`src/muldiv_defines.vh`:
```
// Constants for the wide multiply/divide unit: register offsets, control bit
// positions, reset values and the cycle count of each operation.
// Assumes the register port carries 8-bit addresses and 8-bit data.
`ifndef MULDIV_DEFINES_VH
`define MULDIV_DEFINES_VH

// ----------------------------------------------------------------------------
// Register offsets
// ----------------------------------------------------------------------------
`define EXT_ACC2_ADDR       8'hce
`define EXT_ACC3_ADDR       8'hcf
`define EXT_ACC_ADDR        8'he6
`define EXT_B_ADDR          8'he7
`define MISC_CTRL2_ADDR     8'hf7

// ----------------------------------------------------------------------------
// Field positions in misc_control_2
// ----------------------------------------------------------------------------
`define WIDE_MODE_BIT       0
`define LONG_DIVIDE_BIT     3

// ----------------------------------------------------------------------------
// Reset values
// ----------------------------------------------------------------------------
`define EXT_REG_RESET       8'h00
`define MISC_CTRL2_RESET    8'h00

// ----------------------------------------------------------------------------
// Cycle counts, one iteration per system clock
// ----------------------------------------------------------------------------
`define CLASSIC_CYCLES      6'h08
`define WIDE_MUL_CYCLES     6'h10
`define WIDE_DIV_CYCLES     6'h10
`define LONG_DIV_CYCLES     6'h20

`endif

```
`src/muldiv_step.v`:
```
// One iteration of the shift-and-add multiplier or restoring divider.
// Purely combinational; the caller holds the working and shift registers.
`timescale 1ns/1ps

module muldiv_step #(
    parameter SHIFT_W = 32,
    parameter OPER_W  = 16
) (
    // Operation select: high for divide, low for multiply
    input  wire                 do_divide,
    // Current state
    input  wire [SHIFT_W-1:0]   work_in,
    input  wire [SHIFT_W-1:0]   shift_in,
    // Multiplicand or divisor
    input  wire [OPER_W-1:0]    operand,
    // Next state
    output reg  [SHIFT_W-1:0]   work_out,
    output reg  [SHIFT_W-1:0]   shift_out
);

    reg [OPER_W:0]   trial;
    reg [OPER_W+1:0] diff;
    reg              fits;

    always @*
    begin
        trial     = {work_in[OPER_W-1:0], shift_in[SHIFT_W-1]};
        diff      = {1'b0, trial} - {2'b00, operand};
        fits      = ~diff[OPER_W+1];
        work_out  = {SHIFT_W{1'b0}};
        shift_out = {shift_in[SHIFT_W-2:0], 1'b0};
        if (do_divide)
        begin
            // Restoring divide: the operand is subtracted only where it fits
            if (fits)
                work_out[OPER_W:0] = diff[OPER_W:0];
            else
                work_out[OPER_W:0] = trial;
            shift_out[0] = fits;
        end
        else
        begin
            // MSB-first multiply: double the partial product, then add
            work_out = {work_in[SHIFT_W-2:0], 1'b0};
            if (shift_in[SHIFT_W-1])
                work_out = work_out + {{(SHIFT_W-OPER_W){1'b0}}, operand};
        end
    end

endmodule // muldiv_step

```
`src/wide_multiply_divide_unit.v`:
```
// Multiply/divide datapath serving the core's multiply and divide instructions,
// with its four extension registers and the mode control register.
// Assumes the core holds the accumulator and B, passes them in with a start
// pulse, and takes the results back on the done pulse.
//
// Design decision made here: the plain strobed port.
`timescale 1ns/1ps
`include "muldiv_defines.vh"

// How it works
// (RL1) Both mode bits clear: classic 8x8 multiply, 8/8 divide on accumulator and B.
// (RL2) Wide multiply: operands ext_acc:acc, ext_b:B; product ext_b,B,acc,ext_acc.
// (RL3) Wide multiply sets overflow when product upper bytes ext_b or B nonzero.
// (RL4) Wide 16x16 multiply finishes in exactly 16 clocks.
// (RL5) Wide divide: ext_acc:acc by ext_b:B; quotient acc:ext_acc, remainder B:ext_b.
// (RL6) Wide 16/16 divide finishes in exactly 16 clocks.
// (RL7) Both bits set: 32-bit dividend divided by ext_b:B, quotient over four bytes.
// (RL8) Long 32/16 divide finishes in exactly 32 clocks.
// (RL9) Long-divide bit matters only with wide mode set; selects 16/16 or 32/16.
// (RL10) Same multiply and divide requests in all modes; width from mode bits only.
// (RL11) Four read/write 8-bit extension registers, reset to zero.
// (RL12) Wide and long divides set overflow when divisor ext_b:B is zero.
module wide_multiply_divide_unit (
    // Clock and reset
    input  wire         core_clk,
    input  wire         rst,
    // Register port
    input  wire [7:0]   reg_addr,
    input  wire [7:0]   reg_wdata,
    input  wire         reg_wr,
    input  wire         reg_rd,
    output reg  [7:0]   reg_rdata_q,
    // Instruction requests from the core
    input  wire         mul_start,
    input  wire         div_start,
    input  wire [7:0]   acc_in,
    input  wire [7:0]   b_in,
    // Results back to the core
    output reg  [7:0]   acc_res_q,
    output reg  [7:0]   b_res_q,
    output reg          overflow_flag_q,
    output reg          done_q,
    output reg          busy_q,
    // Mode bits for the rest of the core
    output reg          wide_mode_bit_q,
    output reg          long_divide_bit_q
);

    // ------------------------------------------------------------------------
    // Operation kinds and states
    // ------------------------------------------------------------------------
    localparam ST_IDLE      = 1'b0;
    localparam ST_RUN       = 1'b1;

    localparam OP_CLASSIC   = 2'b00;
    localparam OP_WIDE      = 2'b01;
    localparam OP_LONG      = 2'b10;

    // ------------------------------------------------------------------------
    // Storage
    // ------------------------------------------------------------------------
    reg         state_q;
    reg         state_d;
    reg [1:0]   kind_q;
    reg [1:0]   kind_d;
    reg         is_div_q;
    reg         is_div_d;
    reg [5:0]   cnt_q;
    reg [5:0]   cnt_d;
    reg [31:0]  work_q;
    reg [31:0]  work_d;
    reg [31:0]  shift_q;
    reg [31:0]  shift_d;
    reg [15:0]  oper_q;
    reg [15:0]  oper_d;

    reg [7:0]   ext_acc_q;
    reg [7:0]   ext_acc_d;
    reg [7:0]   ext_acc2_q;
    reg [7:0]   ext_acc2_d;
    reg [7:0]   ext_acc3_q;
    reg [7:0]   ext_acc3_d;
    reg [7:0]   ext_b_q;
    reg [7:0]   ext_b_d;
    reg         wide_mode_d;
    reg         long_div_d;

    reg [7:0]   acc_res_d;
    reg [7:0]   b_res_d;
    reg         ov_d;
    reg         done_d;
    reg         busy_d;
    reg [7:0]   rdata_d;

    wire [31:0] step_work;
    wire [31:0] step_shift;
    wire        start_any;
    wire        last_step;
    wire [15:0] quot_lo;
    wire [15:0] rem16;
    wire [7:0]  ctrl2_reset;

    // ------------------------------------------------------------------------
    // Iteration datapath
    // ------------------------------------------------------------------------
    muldiv_step #(
        .SHIFT_W    (32),
        .OPER_W     (16)
    ) u_step (
        .do_divide  (is_div_q),
        .work_in    (work_q),
        .shift_in   (shift_q),
        .operand    (oper_q),
        .work_out   (step_work),
        .shift_out  (step_shift)
    );

    assign start_any = mul_start | div_start;
    assign last_step = (cnt_q == 6'h01);
    assign quot_lo   = step_shift[15:0];
    assign rem16     = step_work[15:0];
    // Held as a byte so that each mode bit can be picked out by position
    assign ctrl2_reset = `MISC_CTRL2_RESET;

    // ------------------------------------------------------------------------
    // Control, datapath and register writes
    // ------------------------------------------------------------------------
    always @*
    begin
        state_d     = state_q;
        kind_d      = kind_q;
        is_div_d    = is_div_q;
        cnt_d       = cnt_q;
        work_d      = work_q;
        shift_d     = shift_q;
        oper_d      = oper_q;
        ext_acc_d   = ext_acc_q;
        ext_acc2_d  = ext_acc2_q;
        ext_acc3_d  = ext_acc3_q;
        ext_b_d     = ext_b_q;
        wide_mode_d = wide_mode_bit_q;
        long_div_d  = long_divide_bit_q;
        acc_res_d   = acc_res_q;
        b_res_d     = b_res_q;
        ov_d        = overflow_flag_q;
        done_d      = 1'b0;
        busy_d      = busy_q;

        // Software writes come first so that a finishing operation, which
        // is assigned later, wins over a write in the same cycle
        if (reg_wr)
        begin
            if (reg_addr == `EXT_ACC_ADDR)
                ext_acc_d = reg_wdata; // RL11
            else if (reg_addr == `EXT_ACC2_ADDR)
                ext_acc2_d = reg_wdata; // RL11
            else if (reg_addr == `EXT_ACC3_ADDR)
                ext_acc3_d = reg_wdata; // RL11
            else if (reg_addr == `EXT_B_ADDR)
                ext_b_d = reg_wdata; // RL11
            else if (reg_addr == `MISC_CTRL2_ADDR)
            begin
                wide_mode_d = reg_wdata[`WIDE_MODE_BIT];
                long_div_d  = reg_wdata[`LONG_DIVIDE_BIT];
            end
        end

        case (state_q)
            ST_IDLE:
            begin
                // A start while busy is never seen here, so it is dropped
                if (start_any)
                begin
                    state_d  = ST_RUN;
                    busy_d   = 1'b1;
                    is_div_d = ~mul_start;
                    work_d   = 32'h0000_0000;
                    // Width comes only from the mode bits, never the request
                    if (!wide_mode_bit_q) // RL10
                    begin
                        kind_d  = OP_CLASSIC; // RL1
                        cnt_d   = `CLASSIC_CYCLES;
                        shift_d = {acc_in, 24'h00_0000};
                        oper_d  = {8'h00, b_in};
                    end
                    else if (mul_start || !long_divide_bit_q) // RL9
                    begin
                        kind_d  = OP_WIDE;
                        cnt_d   = mul_start ? `WIDE_MUL_CYCLES : `WIDE_DIV_CYCLES; // RL4 RL6
                        shift_d = {ext_acc_q, acc_in, 16'h0000}; // RL2 RL5
                        oper_d  = {ext_b_q, b_in};
                    end
                    else
                    begin
                        kind_d  = OP_LONG;
                        cnt_d   = `LONG_DIV_CYCLES; // RL8
                        shift_d = {ext_acc3_q, ext_acc2_q, ext_acc_q, acc_in}; // RL7
                        oper_d  = {ext_b_q, b_in};
                    end
                end
            end

            ST_RUN:
            begin
                work_d  = step_work;
                shift_d = step_shift;
                cnt_d   = cnt_q - 6'h01;
                if (last_step)
                begin
                    state_d = ST_IDLE;
                    busy_d  = 1'b0;
                    done_d  = 1'b1;
                    case (kind_q)
                        OP_CLASSIC:
                        begin
                            // Classic overflow: product above 255 or divide by zero
                            if (is_div_q)
                            begin
                                acc_res_d = quot_lo[7:0]; // RL1
                                b_res_d   = rem16[7:0];
                                ov_d      = (oper_q[7:0] == 8'h00);
                            end
                            else
                            begin
                                acc_res_d = step_work[7:0]; // RL1
                                b_res_d   = step_work[15:8];
                                ov_d      = (step_work[15:8] != 8'h00);
                            end
                        end
                        OP_WIDE:
                        begin
                            if (is_div_q)
                            begin
                                acc_res_d = quot_lo[15:8]; // RL5
                                ext_acc_d = quot_lo[7:0];
                                b_res_d   = rem16[15:8];
                                ext_b_d   = rem16[7:0];
                                ov_d      = (oper_q == 16'h0000); // RL12
                            end
                            else
                            begin
                                ext_b_d   = step_work[31:24]; // RL2
                                b_res_d   = step_work[23:16];
                                acc_res_d = step_work[15:8];
                                ext_acc_d = step_work[7:0];
                                ov_d      = (step_work[31:16] != 16'h0000); // RL3
                            end
                        end
                        default:
                        begin
                            acc_res_d  = step_shift[31:24]; // RL7
                            ext_acc_d  = step_shift[23:16];
                            ext_acc2_d = step_shift[15:8];
                            ext_acc3_d = step_shift[7:0];
                            b_res_d    = rem16[15:8];
                            ext_b_d    = rem16[7:0];
                            ov_d       = (oper_q == 16'h0000); // RL12
                        end
                    endcase
                end
            end

            default:
            begin
                state_d = ST_IDLE;
                busy_d  = 1'b0;
            end
        endcase
    end

    // ------------------------------------------------------------------------
    // Read data, one cycle after the strobe
    // ------------------------------------------------------------------------
    always @*
    begin
        rdata_d = 8'h00;
        if (reg_rd)
        begin
            if (reg_addr == `EXT_ACC_ADDR)
                rdata_d = ext_acc_q; // RL11
            else if (reg_addr == `EXT_ACC2_ADDR)
                rdata_d = ext_acc2_q;
            else if (reg_addr == `EXT_ACC3_ADDR)
                rdata_d = ext_acc3_q;
            else if (reg_addr == `EXT_B_ADDR)
                rdata_d = ext_b_q;
            else if (reg_addr == `MISC_CTRL2_ADDR)
            begin
                // Other bits of this register belong to other blocks
                rdata_d[`WIDE_MODE_BIT]   = wide_mode_bit_q;
                rdata_d[`LONG_DIVIDE_BIT] = long_divide_bit_q;
            end
        end
    end

    // ------------------------------------------------------------------------
    // Flip-flops
    // ------------------------------------------------------------------------
    always @(posedge core_clk)
    begin
        if (rst)
        begin
            state_q           <= ST_IDLE;
            kind_q            <= OP_CLASSIC;
            is_div_q          <= 1'b0;
            cnt_q             <= 6'h00;
            work_q            <= 32'h0000_0000;
            shift_q           <= 32'h0000_0000;
            oper_q            <= 16'h0000;
            ext_acc_q         <= `EXT_REG_RESET; // RL11
            ext_acc2_q        <= `EXT_REG_RESET;
            ext_acc3_q        <= `EXT_REG_RESET;
            ext_b_q           <= `EXT_REG_RESET;
            wide_mode_bit_q   <= ctrl2_reset[`WIDE_MODE_BIT];
            long_divide_bit_q <= ctrl2_reset[`LONG_DIVIDE_BIT];
            acc_res_q         <= 8'h00;
            b_res_q           <= 8'h00;
            overflow_flag_q   <= 1'b0;
            done_q            <= 1'b0;
            busy_q            <= 1'b0;
            reg_rdata_q       <= 8'h00;
        end
        else
        begin
            state_q           <= state_d;
            kind_q            <= kind_d;
            is_div_q          <= is_div_d;
            cnt_q             <= cnt_d;
            work_q            <= work_d;
            shift_q           <= shift_d;
            oper_q            <= oper_d;
            ext_acc_q         <= ext_acc_d;
            ext_acc2_q        <= ext_acc2_d;
            ext_acc3_q        <= ext_acc3_d;
            ext_b_q           <= ext_b_d;
            wide_mode_bit_q   <= wide_mode_d;
            long_divide_bit_q <= long_div_d;
            acc_res_q         <= acc_res_d;
            b_res_q           <= b_res_d;
            overflow_flag_q   <= ov_d;
            done_q            <= done_d;
            busy_q            <= busy_d;
            reg_rdata_q       <= rdata_d;
        end
    end

endmodule // wide_multiply_divide_unit

```
`config.mk`:
```
export PLATFORM = sky130hd
export DESIGN_NAME = wide_multiply_divide_unit
export DESIGN_NICKNAME = d
export VERILOG_FILES = /design/src/muldiv_step.v /design/src/wide_multiply_divide_unit.v
export VERILOG_INCLUDE_DIRS = /design/src
export SDC_FILE = /design/constraint.sdc
export NUM_CORES = 1
export LEC_CHECK = 0
export BUFFER_PORTS_ARGS = -buffer_cell sky130_fd_sc_hd__buf_2
export CAP_MARGIN = 20
export CORE_MARGIN = 1
export CORE_UTILIZATION = 60
export CTS_BUF_LIST = sky130_fd_sc_hd__clkbuf_8
export DETAILED_ROUTE_END_ITERATION = 6
export GPL_ROUTABILITY_DRIVEN = 0
export PLACE_DENSITY = 0.79
export RECOVER_POWER = 25
export SLEW_MARGIN = 20
export SYNTH_ARGS = -nofsm -noshare
export SYNTH_HDL_FRONTEND = slang
export SYNTH_SLANG_ARGS = --single-unit
```
`constraint.sdc`:
```
create_clock -name core_clk -period 10.7 [get_ports core_clk]
set_clock_uncertainty 0.05 [all_clocks]
set_input_delay 0.535 -clock core_clk [delete_from_list [all_inputs] [get_ports core_clk]]
set_output_delay 0.535 -clock core_clk [all_outputs]
set_load 0.02 [all_outputs]
```
==> reports/qor.yml <==
status:
  outcome: "finished, violations left"
  violations: "max-capacitance violations, max-slew violations"
global_routing:
  grt_pass1_wl_um: 50850
  grt_use_met1_pct: 57.15
  grt_max_degree: 98
  gr-usage-met2_pct: 57.01
  grt_busiest_layer: "met1"
  first_global_vias: 9009
  grt_usage_pct: 40.41
  gr-total-overflow: 0
  grt_util_met3_pct: 10.89
  antenna_found_initial: 0
timing:
  tightest_slew_ps: 2992
  tns_ps: 0
  finalCriticalPeriod_ps: 4253
  fin_crit_sh_pct: 39.75
  finalHoldViolations: 0
  relSlewSlack_pct: -99.45
  maxSlewViolCount: 115
  final-setup-viol-count: 0
  max_freq_mhz: 235.1
  finalWorstSetupSlack_ps: 6447
  rsz0062_at_grt: "false"
yosys:
  ys_seq_area_share_pct: 31.41
  syn_inst: 1269
  synth_compound_area_share_pct: 27.42
  avgSynthCellArea_sq_um: 7.533
  synth_fa_ha_area_share_pct: 4.869
  yosys.area_share.simple_pct: 22.63
  ys_ff_latch: 150
  synthMuxAreaShare_pct: 4.699
  synth_top_family_by_area: "compound AO/OA/AOI/OAI gates"
  synthFlopType: "dfxtp_1"
  synthArstFlopShare_pct: 0
  ys_types: 76
  ys_warn_count: 0
  syn_nets: 1343
  synth-xor-area-share_pct: 3.390
  syn_area_sq_mm: 0.009559
  synth_edf_count: 0
layout:
  layout-drive-gt1-share_pct: 8.702
  final_nets: 1348
  final_util_pct: 66.88
  final_common_cell: "nor2_1"
  area_growth_pct: 7.540
  layout_common_cells: "nor2_1 (202), dfxtp_1 (149), nand2_1 (118), a21oi_1 (110), o21ai_0 (57)"
  fin_cells: 1499
critical_path:
  crit_path_end: "b_res_q[1]$_SDFFE_PP0P_"
  r2r_slack_ps: 6450
  crit_buf_inv: 2
  r2r_start: "shift_q[31]$_SDFFE_PP0P_"
  cp-start-kind: "register"
  crit_chain: "buf_4 > inv_1 > ha_1 > nor2b_1 > o31a_1 > o2111ai_1 > and2_1 > nor2_2 > a221oi_1 > nand2b_1 > o2bb2ai_1 > nand2_1 > a311oi_1"
  worstPathMaxFanout: 32
  ff2ff_path_depth: 13
  slowest_stage: "a221oi_1"
  cp-end-kind: "register"
  arrival_ps: 4570
  critPathLaunch: "shift_q[31]$_SDFFE_PP0P_"
  slowest_delay_ps: 630
  crit_family: "compound AO/OA/AOI/OAI gates"
  cp.required_ps: 11020
  critPathKind: "register to register"
  path_depth: 13
  regToRegEndpoint: "b_res_q[1]$_SDFFE_PP0P_"
detailed_routing:
  drt_first_iter_violations: 1929
  wire_per_inst_um: 21.93
  num_vias: 10320
  via_per_inst: 6.887
  ant_nets: 0
  dr.pass1.iters: 7
  wl_um: 32880
  drcViolationCount: 0
flow_run:
  drv_cap: 2
cts:
  cts_max_level: 4
  cts_tree: "built"
  clk_path_buf_depth: 2
  cts_hold_buf: 0
  post_cts_resized: 0
  path_clk_slew_ps: 90
  cts_sinks: 150
  clk_latency_ps: 470
  cts_setup_buffers: 0
  cts_made_buffers: 17
  root_buffer: "clkbuf_8"
floorplan:
  die_w_um: 128.2
  num_io_pins: 67
  initial_utilization_pct: 62.19
  num_rows: 45
  die_h_um: 128.2
  core-area_sq_mm: 0.01537
  dieArea_sq_mm: 0.01644
placed_design:
  dp_hpwl_um: 22740
  port_buffers: 66
  dp_cells: 1466
  place_ws_ps: 6662
power:
  p_per_area_mw_per_mm2: 130.0
  ir_drop_mv: 0.1077
  leakage_uw: 0.003831
worst_hold_path:
  hold_class: "input pin to register"
==> sequential cells by signal, summed over array words and instances, names as in the netlist, 2 cells and up <==
name,count
cnt_q,6
ext_acc2_q,8
oper_q,16
acc_res_q,8
b_res_q,8
kind_q,2
ext_acc3_q,8
ext_acc_q,8
ext_b_q,8
reg_rdata_q,8
work_q,31
shift_q,32
==> synth_stat cells (4+ instances only) <==
cell,count,area share (%)
nand2_1,119,4.7
or2_2,5,0.33
dfxtp_1,150,31
inv_1,41,1.6
o22ai_1,4,0.26
xnor2_1,26,2.4
a311oi_1,5,0.46
nor4_1,9,0.59
a21o_1,5,0.39
and2_1,4,0.26
and3_1,31,2.0
a22oi_1,20,1.6
nand2b_1,16,1.0
o2111ai_1,5,0.46
clkbuf_1,75,2.9
a222oi_1,4,0.42
buf_1,13,0.51
a21oi_1,110,5.8
o221a_2,4,0.47
mux2_2,7,0.82
o221ai_1,4,0.37
xor2_1,11,1.0
buf_2,6,0.31
ha_1,34,4.5
a221oi_1,36,3.3
o211a_1,4,0.42
nand3b_1,5,0.39
mux2i_1,37,3.9
nand3_1,18,0.94
nor3b_1,5,0.39
o21a_1,9,0.71
o21ai_0,57,3.0
o211ai_1,22,1.7
a31oi_1,27,1.8
nor3_1,29,1.5
or3_1,4,0.26
a211oi_1,32,2.5
nor2b_1,11,0.72
nor2_1,205,8.0
==> cell families after synthesis <==
logic type	Yosys count
AND/OR/NAND/NOR	477
AO/OA/AOI/OAI	387
flip-flops	150
buffers and inverters	138
multiplexers	44
XOR/XNOR	37
adder cells (fa/ha/maj)	36
==> worst min-delay path by stage <==
stage                     slack, ps                       from  cells past startpoint                        end
final                           250                    b_in[6]                      3     oper_q[6]$_SDFFE_PP0P_
after global routing            240                    b_in[5]                      3     oper_q[5]$_SDFFE_PP0P_
after global placement          390  acc_res_q[5]$_SDFFE_PP0P_                      2  acc_res_q[5]$_SDFFE_PP0P_
after CTS                       230                    b_in[6]                      3     oper_q[6]$_SDFFE_PP0P_
after floorplan                 410    oper_q[12]$_SDFFE_PP0P_                      2    oper_q[12]$_SDFFE_PP0P_
after detailed placement        400  acc_res_q[4]$_SDFFE_PP0P_                      2  acc_res_q[4]$_SDFFE_PP0P_
==> final cells by class <==
class | count | area [sq um]
inverters | 43 | 161.4
fillers | 1352 | 5091
multi-input cells | 981 | 6045
clock buffers | 19 | 261.5
repair buffers | 81 | 396.6
diodes | 1 | 2.502
well taps | 211 | 264.0
flip-flops and latches | 150 | 3004
clock inverters | 13 | 145.1
==> tightest hold or removal path, stage by stage <==
cell,delay [ps]
buf_2,90
nand2_1,40
a21oi_1,50
==> metrics by stage <==
stage	area, sq um	hold WS [ps]	power, uW
6_report	10280	245.7	1336
5_1_grt	10280	241.9	1384
4_1_cts	10320	229.4	1326
3_5_place_dp	9916	398.6	878.4
3_3_place_gp	9912	391.9	876.0
2_1_floorplan	9559	411.7	796.5
==> power breakdown <==
group	switching, uW	internal [uW]
clock network	236	222
logic	199	93.2
registers	15.5	571
total	450	886
==> per-layer routing <==
layer | part of all wire, % | wire length (um)
met4 | 4.4 | 1455
met5 | 0 | 0
met2 | 40 | 13280
met1 | 42 | 13800
met3 | 13 | 4338
(Power assumes the default switching activity.)
